## src/design/moc_pkg.sv

```systemverilog
// Shared constants and carriers for the main oscillator control block, and
// the main clock frequency meter that the top module instantiates.
// Assumes one 10 MHz system clock; slow and main clocks arrive as pins.
//
// Functional notes
// - Crystal oscillator off and unselected after reset.
// - Enable bit turns crystal oscillator on/off.
// - Clearing enable clears the stabilized flag.
// - Enabling write clears flag, loads startup down-counter.
// - Counter reaching zero sets stabilized flag.
// - Masked stabilized flag raises interrupt request.
// - Restart bit begins a fresh frequency measurement.
// - Extra read after ready returns measured count.
// - Count main clock edges over 16 slow cycles.
// - Glitch-free source switch with switch-done flag.

`timescale 1ns/1ps

package moc_pkg;

  localparam int unsigned STARTUP_W      = 8;
  localparam int unsigned PRESCALE_W     = 3;
  localparam logic [2:0]  PRESCALE_LAST  = 3'h7;
  localparam int unsigned MEAS_W         = 16;
  localparam logic [4:0]  MEAS_WINDOW    = 5'h10;
  localparam int unsigned TRIM_W         = 7;
  localparam logic [6:0]  TRIM_RESET     = 7'h40;
  localparam logic [1:0]  SWITCH_EDGES   = 2'h2;
  localparam logic        XTAL_EN_RESET  = 1'h0;
  localparam logic        SRC_SEL_RESET  = 1'h0;

  typedef struct packed {
    logic                 xtal_osc_enable;
    logic [STARTUP_W-1:0] xtal_startup_count;
    logic                 main_source_choice;
  } moc_ctrl_t;

  typedef struct packed {
    logic xtal_stabilized_flag;
    logic main_source_switch_done;
    logic freq_measure_ready;
  } moc_status_t;

  typedef enum logic [3:0] {
    MEAS_ARM   = 4'h1,
    MEAS_COUNT = 4'h2,
    MEAS_DONE  = 4'h4,
    MEAS_IDLE  = 4'h8
  } moc_meas_state_t;

endpackage : moc_pkg

// Counts main clock edges inside a window of slow clock edges. Both edge
// inputs are single-cycle pulses already synchronised by the caller.
module moc_freq_meter (
  input  wire logic                      mclk_in,
  input  wire logic                      rst_in,
  input  wire logic                      slow_edge_in,
  input  wire logic                      main_edge_in,
  input  wire logic                      restart_in,
  output logic                           ready_out,
  output logic [moc_pkg::MEAS_W-1:0]     count_out
);

  moc_pkg::moc_meas_state_t   state_q, state_d;
  logic [4:0]                 win_q, win_d;
  logic [moc_pkg::MEAS_W-1:0] cnt_q, cnt_d;

  always_comb begin
    state_d = state_q;
    win_d   = win_q;
    cnt_d   = cnt_q;
    if (restart_in) begin
      state_d = moc_pkg::MEAS_ARM;
    end else begin
      unique case (state_q)
        moc_pkg::MEAS_ARM: begin
          // The window opens on a slow edge so it spans whole periods.
          if (slow_edge_in) begin
            state_d = moc_pkg::MEAS_COUNT;
            win_d   = 5'h0;
            cnt_d   = '0;
          end
        end
        moc_pkg::MEAS_COUNT: begin
          if (main_edge_in && cnt_q != '1) begin
            cnt_d = cnt_q + 1'b1;
          end
          if (slow_edge_in) begin
            win_d = win_q + 1'b1;
            if (win_q + 5'h1 == moc_pkg::MEAS_WINDOW) begin
              state_d = moc_pkg::MEAS_DONE;
            end
          end
        end
        moc_pkg::MEAS_DONE: begin
          state_d = moc_pkg::MEAS_IDLE;
        end
        moc_pkg::MEAS_IDLE: begin
          state_d = moc_pkg::MEAS_IDLE;
        end
      endcase
    end
  end

  always_ff @(posedge mclk_in or posedge rst_in) begin
    if (rst_in) begin
      state_q <= moc_pkg::MEAS_ARM;
      win_q   <= 5'h0;
      cnt_q   <= '0;
    end else begin
      state_q <= state_d;
      win_q   <= win_d;
      cnt_q   <= cnt_d;
    end
  end

  assign ready_out = (state_q == moc_pkg::MEAS_DONE) ||
                     (state_q == moc_pkg::MEAS_IDLE);
  assign count_out = cnt_q;

endmodule : moc_freq_meter

```

## src/design/moc_main_osc_ctrl.sv

```systemverilog
// Main oscillator control: crystal enable and startup countdown, main
// source switching, frequency measurement result and RC trim output.
// Assumes control writes arrive as one-cycle strobes on the 10 MHz clock
// and that slow_clock_in and main_clock_in are asynchronous pins.

`timescale 1ns/1ps

module moc_main_osc_ctrl (
  input  wire logic                         mclk_in,
  input  wire logic                         rst_in,
  input  wire logic                         ctrl_write_in,
  input  wire moc_pkg::moc_ctrl_t           ctrl_in,
  input  wire moc_pkg::moc_status_t         irq_mask_in,
  input  wire logic                         freq_measure_restart_in,
  input  wire logic                         freq_reg_read_in,
  input  wire logic                         rc_trim_select_in,
  input  wire logic [moc_pkg::TRIM_W-1:0]   rc_trim_value_in,
  input  wire logic                         slow_clock_in,
  input  wire logic                         main_clock_in,
  output logic                              xtal_osc_on_out,
  output logic                              main_source_xtal_out,
  output moc_pkg::moc_status_t              status_out,
  output logic [moc_pkg::MEAS_W-1:0]        measured_freq_count_out,
  output logic [moc_pkg::TRIM_W-1:0]        rc_trim_out,
  output logic                              irq_out
);

  // Two-stage synchronisers plus one history stage for edge detection.
  logic [2:0] slow_sync_q;
  logic [2:0] main_sync_q;
  logic       slow_edge;
  logic       main_edge;

  always_ff @(posedge mclk_in or posedge rst_in) begin
    if (rst_in) begin
      slow_sync_q <= 3'h0;
      main_sync_q <= 3'h0;
    end else begin
      slow_sync_q <= {slow_sync_q[1:0], slow_clock_in};
      main_sync_q <= {main_sync_q[1:0], main_clock_in};
    end
  end

  assign slow_edge = slow_sync_q[1] & ~slow_sync_q[2];
  assign main_edge = main_sync_q[1] & ~main_sync_q[2];

  // Crystal enable, startup countdown and stabilized flag.
  logic                          xen_q, xen_d;
  logic [moc_pkg::STARTUP_W-1:0] start_cnt_q, start_cnt_d;
  logic [moc_pkg::PRESCALE_W-1:0] pre_q, pre_d;
  logic                          counting_q, counting_d;
  logic                          stab_q, stab_d;

  always_comb begin
    xen_d       = xen_q;
    start_cnt_d = start_cnt_q;
    pre_d       = pre_q;
    counting_d  = counting_q;
    stab_d      = stab_q;
    if (ctrl_write_in) begin
      xen_d = ctrl_in.xtal_osc_enable;
      if (!ctrl_in.xtal_osc_enable) begin
        stab_d     = 1'b0;
        counting_d = 1'b0;
      end else begin
        // A write that keeps the crystal enabled restarts the countdown.
        stab_d      = 1'b0;
        start_cnt_d = ctrl_in.xtal_startup_count;
        pre_d       = '0;
        counting_d  = 1'b1;
      end
    end else if (counting_q) begin
      // A startup count of zero sets the flag on the very next cycle.
      if (start_cnt_q == '0) begin
        stab_d     = 1'b1;
        counting_d = 1'b0;
      end else if (slow_edge) begin
        pre_d = pre_q + 1'b1;
        if (pre_q == moc_pkg::PRESCALE_LAST) begin
          start_cnt_d = start_cnt_q - 1'b1;
        end
      end
    end
  end

  always_ff @(posedge mclk_in or posedge rst_in) begin
    if (rst_in) begin
      xen_q       <= moc_pkg::XTAL_EN_RESET;
      start_cnt_q <= '0;
      pre_q       <= '0;
      counting_q  <= 1'b0;
      stab_q      <= 1'b0;
    end else begin
      xen_q       <= xen_d;
      start_cnt_q <= start_cnt_d;
      pre_q       <= pre_d;
      counting_q  <= counting_d;
      stab_q      <= stab_d;
    end
  end

  // Main source switch. The new source takes effect only after two slow
  // clock edges, so the mux never changes inside a short output pulse.
  // The crystal is only taken once it is stabilized; a request made before
  // that waits, and a disabled crystal forces the RC source back.
  logic       choice_q, choice_d;
  logic       sel_q, sel_d;
  logic [1:0] dwell_q, dwell_d;
  logic       done_q, done_d;
  logic       want_xtal;

  assign want_xtal = choice_q & stab_q & xen_q;

  always_comb begin
    choice_d = choice_q;
    sel_d    = sel_q;
    dwell_d  = dwell_q;
    done_d   = done_q;
    if (ctrl_write_in) begin
      choice_d = ctrl_in.main_source_choice;
    end
    if (want_xtal == sel_q) begin
      dwell_d = 2'h0;
      done_d  = 1'b1;
    end else begin
      done_d = 1'b0;
      if (slow_edge) begin
        dwell_d = dwell_q + 1'b1;
        if (dwell_q + 2'h1 == moc_pkg::SWITCH_EDGES) begin
          sel_d   = want_xtal;
          dwell_d = 2'h0;
        end
      end
    end
  end

  always_ff @(posedge mclk_in or posedge rst_in) begin
    if (rst_in) begin
      choice_q <= moc_pkg::SRC_SEL_RESET;
      sel_q    <= moc_pkg::SRC_SEL_RESET;
      dwell_q  <= 2'h0;
      done_q   <= 1'b1;
    end else begin
      choice_q <= choice_d;
      sel_q    <= sel_d;
      dwell_q  <= dwell_d;
      done_q   <= done_d;
    end
  end

  // Frequency measurement and the read-back that exposes its result.
  logic                        meas_ready;
  logic [moc_pkg::MEAS_W-1:0]  meas_count;
  logic                        seen_ready_q, seen_ready_d;
  logic [moc_pkg::MEAS_W-1:0]  shown_q, shown_d;

  moc_freq_meter u_meter (
    .mclk_in      (mclk_in),
    .rst_in       (rst_in),
    .slow_edge_in (slow_edge),
    .main_edge_in (main_edge),
    .restart_in   (freq_measure_restart_in),
    .ready_out    (meas_ready),
    .count_out    (meas_count)
  );

  always_comb begin
    seen_ready_d = seen_ready_q;
    shown_d      = shown_q;
    if (freq_measure_restart_in) begin
      seen_ready_d = 1'b0;
    end else if (freq_reg_read_in && meas_ready) begin
      // The first read that sees ready only arms; the next one updates.
      if (seen_ready_q) begin
        shown_d = meas_count;
      end
      seen_ready_d = 1'b1;
    end
  end

  always_ff @(posedge mclk_in or posedge rst_in) begin
    if (rst_in) begin
      seen_ready_q <= 1'b0;
      shown_q      <= '0;
    end else begin
      seen_ready_q <= seen_ready_d;
      shown_q      <= shown_d;
    end
  end

  // RC trim: the programmed value applies only while select is set.
  logic [moc_pkg::TRIM_W-1:0] trim_q, trim_d;

  always_comb begin
    trim_d = moc_pkg::TRIM_RESET;
    if (rc_trim_select_in) begin
      trim_d = rc_trim_value_in;
    end
  end

  always_ff @(posedge mclk_in or posedge rst_in) begin
    if (rst_in) begin
      trim_q <= moc_pkg::TRIM_RESET;
    end else begin
      trim_q <= trim_d;
    end
  end

  // Outputs.
  assign xtal_osc_on_out                    = xen_q;
  assign main_source_xtal_out               = sel_q;
  // One assignment drives the whole status word, so it has a single driver.
  assign status_out = '{
    xtal_stabilized_flag:    stab_q,
    main_source_switch_done: done_q,
    freq_measure_ready:      meas_ready
  };
  assign measured_freq_count_out            = shown_q;
  assign rc_trim_out                        = trim_q;
  assign irq_out = |(status_out & irq_mask_in);

endmodule : moc_main_osc_ctrl

```

## config.mk

```make
export PLATFORM = sky130hd
export DESIGN_NAME = moc_main_osc_ctrl
export DESIGN_NICKNAME = d
export VERILOG_FILES = /design/src/design/moc_pkg.sv /design/src/design/moc_main_osc_ctrl.sv
export SDC_FILE = /design/constraint.sdc
export NUM_CORES = 1
export LEC_CHECK = 0
export BUFFER_PORTS_ARGS = -buffer_cell sky130_fd_sc_hd__buf_2
export CORE_MARGIN = 2
export CORE_UTILIZATION = 60
export CTS_BUF_LIST = sky130_fd_sc_hd__clkbuf_8 sky130_fd_sc_hd__clkbuf_16
export DETAILED_ROUTE_END_ITERATION = 10
export GPL_ROUTABILITY_DRIVEN = 0
export PLACE_DENSITY = 0.84
export SLEW_MARGIN = 20
export SYNTH_ARGS = -nofsm -noshare
export SYNTH_HDL_FRONTEND = slang
export SYNTH_SLANG_ARGS = --single-unit
```

## constraint.sdc

```tcl
create_clock -name mclk_in -period 6.54 [get_ports mclk_in]
set_input_delay 0.981 -clock mclk_in [delete_from_list [all_inputs] [get_ports mclk_in]]
set_output_delay 0.981 -clock mclk_in [all_outputs]
set_load 0.005 [all_outputs]
```

# --- Word level (Yosys, flattened, before mapping) ---
# Index checks and enable logic that the tools add are counted.
totals:
  ff_bits: 74
  input_bits: 28
  output_inout_bits: 29
  elab_cells: 105
op_classes:
  add_sub_neg: 5
  eq_ne: 17
  n_mux: 36
  n_bitwise: 9
  n_reduce_logical: 21
op_table:
  columns: ["op", "n"]
  rows:
  - ["two-way mux 8 bit", 6]
  - ["two-way mux 16 bit", 2]
  - ["case mux 16 bit (2 select lines)", 1]
  - ["adder 16 x 1 -> 16 bit, second input constant", 1]
  - ["two-way mux 4 bit", 4]
  - ["inequality test 16 bit, second input constant", 1]
  - ["two-way mux 3 bit", 5]
  - ["nonzero test 2 bit", 7]
  - ["case mux 4 bit (3 select lines)", 1]
  - ["AND reduction 4 bit", 3]
  - ["two-way mux 1 bit", 10]
  - ["two-way mux 5 bit", 2]
  - ["case mux 5 bit (2 select lines)", 1]
  - ["AND reduction 3 bit", 3]
  - ["logical NOT 8 bit", 1]
  - ["subtractor 8 x 1 -> 8 bit, second input constant", 1]
  - ["two-way mux 7 bit", 1]
  - ["two-way mux 2 bit", 3]
  - ["inequality test 2 bit, second input constant", 3]
  - ["inequality test 3 bit, second input constant", 2]
  - ["adder 5 x 1 -> 5 bit, second input constant", 1]
  - ["equality test 5 bit, second input constant", 1]
  - ["AND reduction 5 bit", 1]
  - ["bitwise AND 1 bit", 4]
  - ["other kinds (18)", 23]

# --- Logic depth before layout (Yosys ltp) ---
# Gate-level depths: netlist of run 1.
logic_depth:
  word_depth: 6
  ltp_mapped: 8
  mapped_depth_nobuf: 6

# --- Cells and area by module ---
# Synthesis of run 1 repeated with hierarchy kept, for this count alone.
hier_totals:
  hier_cells: 338
  hier_area_um2: 3590.9
modules_own_cells:
  columns: ["mod", "instances", "cells_each", "area_per_inst_um2", "seq_area_each_um2"]
  rows:
  - ["moc_main_osc_ctrl", 1, 166, 2079.5, 1228.7]
  - ["moc_freq_meter", 1, 172, 1511.4, 626.9]

# --- Worst setup path after synthesis of run 1 ---
# No wires, ideal clock.
synth_timing:
  path_type: "input -> register"
  start: "input freq_measure_restart_in"
  end: "register u_meter.cnt_q (netlist bit u_meter.count_out[9])"
  setup_ns: 0.069
  arrival_ns: 2.309
  required_time_ns: 6.471
  path_slack_ns: 4.162
  stages: 5
  n_path_buf: 1
  cell_sequence: "or3_1 buf_6 or2_4 or4_1 nand3_1"
synth_via:
  elab_chain_len: 2
synth_rtl:
  columns: ["item", "line_no", "source"]
  rows:
  - ["start, declared", "moc_main_osc_ctrl.sv:14", "input wire logic freq_measure_restart_in,"]
  - ["NOT 1 bit (no line)", null, null]
  - ["AND reduction 4 bit (no line)", null, null]
  - ["end signal, assigned", "moc_pkg.sv:114", "cnt_q <= cnt_d;"]
  - ["end, declared", "moc_pkg.sv:67", "logic [moc_pkg::MEAS_W-1:0] cnt_q, cnt_d;"]
# No other way between the ends.
# A chain may end at the register's enable or synchronous reset.

# --- Worst setup path after layout of run 1 ---
layout_timing:
  start: "register u_meter.state_q[2]"
  end: "output irq_out"
layout_via:
  elab_chain_len: 4
  elab_cells_between_ends: 5
  classes_between: "eq/ne (2); bitwise (1); reduce/logical (2)"
layout_rtl:
  columns: ["item", "line_no", "source"]
  rows:
  - ["start, declared", "moc_pkg.sv:65", "moc_pkg::moc_meas_state_t state_q, state_d;"]
  - ["start signal, assigned", "moc_pkg.sv:108", "state_q <= moc_pkg::MEAS_ARM;"]
  - ["start signal, assigned", "moc_pkg.sv:112", "state_q <= state_d;"]
  - ["equality test 4 x 3 -> 1 bit / equality test 4 bit (equally long branches)", "moc_pkg.sv:118, moc_pkg.sv:119", null]
  - ["logical OR 1 bit *", "moc_pkg.sv:118", "assign ready_out = (state_q == moc_pkg::MEAS_DONE) ||"]
  - ["bitwise AND 3 bit *", "moc_main_osc_ctrl.sv:220", "assign irq_out = |(status_out & irq_mask_in);"]
  - ["OR reduction 3 bit *", "moc_main_osc_ctrl.sv:220", null]
  - ["end, declared", "moc_main_osc_ctrl.sv:25", "output logic irq_out"]
# Mark *: on every way between the ends. The rest lies on a longest branch, timed or not.

==> results of run 1 <==
## layer usage
| metal | vias up | global-route usage | routed length [um] |
|---|---|---|---|
| li1 | 1338 | - | - |
| met1 | 1348 | 0.334 | 3190 |
| met2 | 106 | 0.357 | 3370 |
| met3 | 7 | 0.0607 | 379 |
| met4 | 0 | 0.0780 | 77 |
| met5 | - | 0 | 0 |
## sequential cells by signal, summed over array words and instances, names as in the netlist, 2 cells and up
register / count
dwell_q: 2
u_meter.win_q: 5
u_meter.count_out: 16
start_cnt_q: 8
pre_q: 3
measured_freq_count_out: 16
slow_sync_q: 3
main_sync_q: 3
u_meter.state_q: 4
rc_trim_out: 7
## final timing paths
check                                                               end  slack [ns]  depth (start not counted)
worst max register to register  measured_freq_count_out[10]$_DFFE_PP0P_        4.50                          4
worst min register to register                 main_sync_q[1]$_DFF_PP0_        0.35                          0
max in group asynchronous             u_meter.count_out[12]$_DFFE_PP0P_        5.06                          3
worst min-delay path                           main_sync_q[1]$_DFF_PP0_        0.35                          0
worst max-delay path                                            irq_out        3.96                          5
min in group asynchronous                      seen_ready_q$_DFFE_PP0P_        0.92                          3
## power groups by stage
stage	Sequential (W)	Combinational [W]	Clock (W)
floorplan	0.000540	0.000107	0
CTS	0.000545	0.000139	0.000353
finish	0.000546	0.000138	0.000350
global route	0.000553	0.000157	0.000371
detailed placement	0.000552	0.000137	0
global placement	0.000549	0.000130	0
## synth_stat cells, types with 2 or more instances
cell and instances:
nor3_2 2, or4_1 4, nor2_1 17, clkbuf_1 6, a211oi_1 2, mux2i_1 4
nor4_1 4, xnor2_1 3, inv_1 8, mux2_2 18, o21ai_1 6, o21ai_0 33
ha_1 6, nand2b_1 6, buf_2 4, nor2b_1 3, nand2_1 27, a22oi_1 4
dfrtp_1 71, a31oi_1 6, and2_1 7, or3_1 6, nand3_1 18, a21oi_1 16
nand4_1 6, a21o_1 2, buf_4 4, nor3_1 9, dfstp_2 3, o31ai_1 7
and3_1 4, nand4bb_1 2
## through the flow
stage	total power, W	utilization	cells	area [um^2]
after floorplan	0.000647	-	338	3510
after global placement	0.000679	0.682	451	3800
after detailed placement	0.000690	0.682	451	3800
after CTS	0.00104	0.718	467	4000
after global routing	0.00108	0.718	467	4000
final	0.00103	0.718	467	4000
## cells by family after synthesis
| group | after synthesis | share of synthesized area |
|---|---|---|
| XOR/XNOR | 4 | 0.00997 |
| AND/OR/NAND/NOR | 122 | 0.189 |
| multiplexers | 22 | 0.0691 |
| AO/OA/AOI/OAI | 86 | 0.149 |
| flip-flops | 74 | 0.528 |
| adder cells (fa/ha/maj) | 6 | 0.0214 |
| buffers and inverters | 24 | 0.0338 |
## cell type report
cell class,count,area [um^2],share of cell area
Tap cell,72,90.1,0.0225
Multi-Input combinational cell,240,1540,0.385
Sequential cell,74,1860,0.464
Timing Repair Buffer,57,288,0.0719
Clock inverter,5,46.3,0.0116
Clock buffer,11,151,0.0378
Inverter,8,30.0,0.00751
==> run_results.csv, run 1 <==
group,metric,value,unit
timing,relSlewSlack,0.410,
cts,cts_made_buffers,9,
cts,cts_root_buf,"clkbuf_8",
critical_path,slowest_stage,"dfrtp_1",
placed_design,portBuffers,56,
die,dieArea,6480,um^2
global_route,grt_usage,0.236,
die,io_pins,57,
layout,final_cell_mix,"71 x dfrtp_1, 56 x buf_2, 33 x o21ai_0, 27 x nand2_1",
outcome,status,"complete, no violations",
critical_path,setup.worst_path.start_class,"register",
die,die_x,80.5,um
timing,finClkSkew,0.00763,ns
routing,viasPerCell,5.99,
placed_design,dpl_worst_slack,3.83,ns
timing,tightest_slew,0.885,ns
timing,setup_slack,3.96,ns
critical_path,worstPathRequired,5.56,ns
die,num_rows,27,
job,cap_violations,0,
routing,vias,2799,
critical_path,worst-path-max-fanout,4,
yosys,yosys_warnings,0,
pwr,seqPwrFrac,0.528,
routing,antenna_left,0,
critical_path,crit_chain,"xnor2_1 -> nor3_1 -> a222oi_1 -> inv_1 -> buf_2",
timing,grt_setup_unrepaired,"no",
critical_path,cp.arrival,1.60,ns
pwr,swShare,0.275,
die,core_area,5570,um^2
yosys,synth-main-ff-cell,"dfrtp_1",
layout,nNetsFinal,424,
global_route,grt_max_degree,75,
yosys,yosysTopAreaCellShare,0.506,
critical_path,r2r-start,"u_meter.state_q[2]$_DFFE_PP0P_",
yosys,synth_cell_types,52,
critical_path,cpPeakStageDelay,0.42,ns
routing,drc_errors,0,
cts,clock_latency,0.34,ns
yosys,ys_seq_area_frac,0.528,
yosys,synth_area_leaders,"dfrtp_1 51%, mux2_2 5.8%, o21ai_0 4.7%",
pwr,p_switching,0.000284,W
global_route,grt_pass1_vias,2568,
routing,drtIter0Drc,234,
cts,ctsHtreeMaxLevel,3,
pwr,power_frac_clock,0.339,
yosys,synth_top_area_cell,"dfrtp_1",
layout,n_fill_cell,399,
timing,setup_viol,0,
yosys,syn_area_per_cell,10.4,um^2
min_path,min_from,"main_sync_q[0]$_DFF_PP0_",
layout,drive_gt1_frac,0.251,
yosys,synthesis.nets,372,
critical_path,cpLargestDelayFamily,"flip-flops",
timing,fmax,388,MHz
die,start_util,0.630,
cts,cts_sinks,74,
timing,report.final.slew_viol_count,0,
critical_path,critical_path_class,"reg -> out",
yosys,synth.cell_area,3510,um^2
timing,worst_hold_slack,0.355,ns
layout,syn_to_final_growth,13.9,%
yosys,postSynth.asyncResetShare,1.00,
layout,layout.cells.most_common,"dfrtp_1",
pwr,powerDensity,258,nW/um^2
die,die_y,80.5,um
pwr,pwr-share-comb,0.133,
timing,final_hold_viol_count,0,
global_route,grt_pass1_wl,11.8,mm
global_route,antenna_found_initial,0,
cts,post_cts_resized,0,
critical_path,end_kind,"output port",
cts,post-cts-setup-buffers,0,
routing,routedWlPerCell,15.0,um
routing,firstDrtPassIters,5,
cts,clock_path_buffers,2,
min_path,holdCritPathClass,"reg -> reg",
placed_design,dpl.hpwl,4.80,mm
timing,tns,0,ns
timing,fin_crit_sh,0.394,
critical_path,crit_buf_inv,2,
timing,layout_min_cycle_time,2.58,ns
pwr,p_leak,1.87,nW
pwr,internal-power,0.000750,W
cts,cts_tree,"done",
layout,n_antenna_cell,0,
pwr,worst_ir_drop_vdd,200,uV
routing,wirelength,7.02,mm
critical_path,crit_start,"u_meter.state_q[2]$_DFFE_PP0P_",
yosys,syn-instance-count,338,
yosys,synth-seq-cells,74,
global_route,gr-total-overflow,0,
cts,clk_pin_slew,0.07,ns
yosys,synth_edf_count,0,
cts,postCtsHoldBufs,0,
(Power assumes the default switching activity.)
==> inputs of run 2 (changes only) <==
ABC_AREA = 1   (was unset)
CORE_UTILIZATION = 57   (was 60)
PLACE_DENSITY = 0.8   (was 0.84)
clock period = 2.7 ns   (was 6.54 ns; I/O delays follow)
==> run_results.csv, run 2 <==
group,metric,value,unit
cts,postCtsHoldBufs,0,
critical_path,rr_worst_depth,7,
pwr,power_frac_clock,0.366,
pwr,worst_ir_drop_vdd,430,uV
layout,n_antenna_cell,0,
global_route,grt_pass1_vias,3071,
layout,instances_no_fill,610,
routing,wirelength,7.35,mm
critical_path,cpPeakStageDelay,0.55,ns
critical_path,rrSetupSlack,0.73,ns
timing,layout_min_cycle_time,1.97,ns
critical_path,end_kind,"register",
yosys,synth_top_family_by_area,"simple AND/OR/NAND/NOR gates",
placed_design,placed_area,4000,um^2
critical_path,setup.worst_path.start_class,"register",
critical_path,worstPathRequired,2.95,ns
global_route,antenna_found_initial,0,
timing,tightest_slew,0.624,ns
yosys,syn_area_per_cell,7.79,um^2
yosys,synth-seq-cells,74,
pwr,seqPwrFrac,0.481,
layout,layout.cells.most_common,"nand2_1",
yosys,synthMuxAreaShare,0.00306,
yosys,synth-main-ff-cell,"dfrtp_1",
timing,report.final.slew_viol_count,0,
min_path,holdCritPathClass,"in -> async",
timing,relSlewSlack,0.584,
die,io_pins,57,
placed_design,portBuffers,56,
yosys,yosysMostFrequentCell,"nand2_1",
routing,viasPerCell,5.12,
layout,seqCellArea,1860,um^2
timing,grt_setup_unrepaired,"no",
timing,tns,0,ns
critical_path,critical_path_class,"reg -> reg",
critical_path,crit_start,"u_meter.state_q[0]$_DFFE_PP1P_",
critical_path,cp.arrival,2.22,ns
pwr,p_switching,0.000719,W
yosys,synth-xor-area-share,0.00953,
routing,wl_met3,408,um
layout,final_cell_mix,"161 x nand2_1, 71 x dfrtp_1, 56 x buf_2, 53 x inv_1, 48 x nor2_1",
yosys,synth_edf_count,0,
layout,multi_input_comb_area,1540,um^2
layout,syn_to_final_growth,14.8,%
pwr,p_leak,2.21,nW
placed_design,dpl_worst_slack,0.717,ns
yosys,synth_top_area_cell,"dfrtp_1",
global_route,grt_usage,0.230,
pwr,swShare,0.280,
cts,cts_sinks,74,
pwr,internal-power,0.00185,W
cts,clock_path_buffers,2,
placed_design,dpl.hpwl,5.22,mm
layout,nNetsFinal,562,
yosys,synth-compound-area-share,0.0874,
cts,ctsHtreeMaxLevel,3,
die,die_y,84.3,um
yosys,ys_seq_area_frac,0.505,
routing,routedWlPerCell,12.0,um
critical_path,worst-path-max-fanout,16,
cts,cts_tree,"done",
routing,vias,3122,
yosys,syn-instance-count,472,
placed_design,place_inst,594,
global_route,grt_max_degree,49,
die,dieArea,7110,um^2
pwr,powerDensity,610,nW/um^2
cts,cts_root_buf,"clkbuf_8",
timing,final_hold_viol_count,0,
layout,drive_gt1_frac,0.171,
timing,worst_hold_slack,0.108,ns
die,die_x,84.3,um
yosys,synthesis.nets,506,
routing,routed-wl-met2,3.60,mm
timing,setup_slack,0.729,ns
routing,antenna_left,0,
yosys,postSynth.asyncResetShare,1.00,
timing,fmax,507,MHz
critical_path,r2r-end,"u_meter.count_out[13]$_DFFE_PP0P_",
cts,post-cts-setup-buffers,0,
yosys,synth.cell_area,3680,um^2
outcome,status,"complete, no violations",
critical_path,crit_chain,"inv_1 -> nand3_1 -> inv_1 -> nand2_4 -> nand2_4 -> nand2_1 -> nand2_1",
critical_path,r2r-start,"u_meter.state_q[0]$_DFFE_PP1P_",
global_route,grt_pass1_wl,13.0,mm
global_route,gr-total-overflow,0,
timing,finClkSkew,0.00795,ns
routing,firstDrtPassIters,4,
die,core_area,6280,um^2
cts,post_cts_resized,0,
yosys,synth_adder_area_share,0.0204,
yosys,yosysTopAreaCellShare,0.483,
pwr,pwr-share-comb,0.154,
routing,drt-met1-wl,3.16,mm
yosys,yosys_warnings,0,
timing,fin_crit_sh,0.730,
die,start_util,0.586,
routing,drc_errors,0,
yosys,yosys.area_share.simple,0.297,
routing,drtIter0Drc,220,
critical_path,slowest_stage,"dfstp_2",
cts,clock_latency,0.35,ns
cts,clk_pin_slew,0.07,ns
layout,fin_area,4220,um^2
layout,n_fill_cell,510,
cts,cts_made_buffers,9,
die,num_rows,29,
yosys,synth_area_leaders,"dfrtp_1 48%, nand2_1 16%, inv_1 5.4%",
yosys,ys_top_cells_by_count,"161 x nand2_1, 71 x dfrtp_1, 53 x inv_1",
routing,highest_layer,"met4",
yosys,synth_cell_types,35,
job,cap_violations,0,
timing,setup_viol,0,
[run 2: cell count changes after synthesis, sizes merged, moves of 6 or more]
cell,delta
nand2,+138
inv,+46
nor2,+35
mux2,-17
nand3,+15
nor3,-9
a21oi,-8
and2,-7
clkbuf,-6
nand2b,-6
or3,-6
[run 2: worst max path at each step]
stage                                        endpoint  slack [ns]  cells after the start
floorplan                        choice_q$_DFFE_PP0P_        0.42                      1
global placement    u_meter.count_out[11]$_DFFE_PP0P_        0.81                      6
detailed placement  u_meter.count_out[13]$_DFFE_PP0P_        0.72                      6
CTS                 u_meter.count_out[13]$_DFFE_PP0P_        0.72                      6
global route         u_meter.count_out[3]$_DFFE_PP0P_        0.51                      6
finish              u_meter.count_out[13]$_DFFE_PP0P_        0.73                      7
[run 2: through the flow]
stage / power [W] / util
after floorplan: 0.00155 / -
after global placement: 0.00163 / 0.637
after detailed placement: 0.00165 / 0.637
after CTS: 0.00259 / 0.672
after global routing: 0.00271 / 0.672
final: 0.00257 / 0.672
[run 2: layout make-up]
| cell class | count | area share |
|---|---|---|
| Clock buffer | 10 | 0.0326 |
| Clock inverter | 6 | 0.0193 |
| Inverter | 55 | 0.0489 |
| Multi-Input combinational cell | 330 | 0.364 |
| Sequential cell | 74 | 0.440 |
| Tap cell | 77 | 0.0228 |
| Timing Repair Buffer | 58 | 0.0729 |
[run 2: cells by family (layout without fill, tap and decap cells)]
family / count (synthesis) / in the layout
simple gates: 263 / 263
flops: 74 / 74
buf+inv: 68 / 129
compound gates: 56 / 56
fa+ha+maj: 6 / 6
xor+xnor: 4 / 4
mux: 1 / 1
[run 2: critical path: cells and delay by family, from the launching register on]
| family | cells | cell delay [ns] |
|---|---|---|
| AND/OR/NAND/NOR | 5 | 0.90 |
| buffers and inverters | 2 | 0.39 |
| flip-flops | 1 | 0.55 |
[run 2: metal layers]
layer  global-route usage  vias to the layer above
met5                    0                        -
met4                0.129                        0
met3               0.0551                       18
met2                0.379                       94
met1                0.277                     1407
li1                     -                     1603
[run 2: power by group through the flow]
stage / combinational [W] / clock [W] / sequential (W)
after floorplan: 0.000307 / 0 / 0.00124
after global placement: 0.000378 / 0 / 0.00125
after detailed placement: 0.000394 / 0 / 0.00126
after CTS: 0.000396 / 0.000963 / 0.00124
after global routing: 0.000457 / 0.00100 / 0.00125
final: 0.000396 / 0.000941 / 0.00124
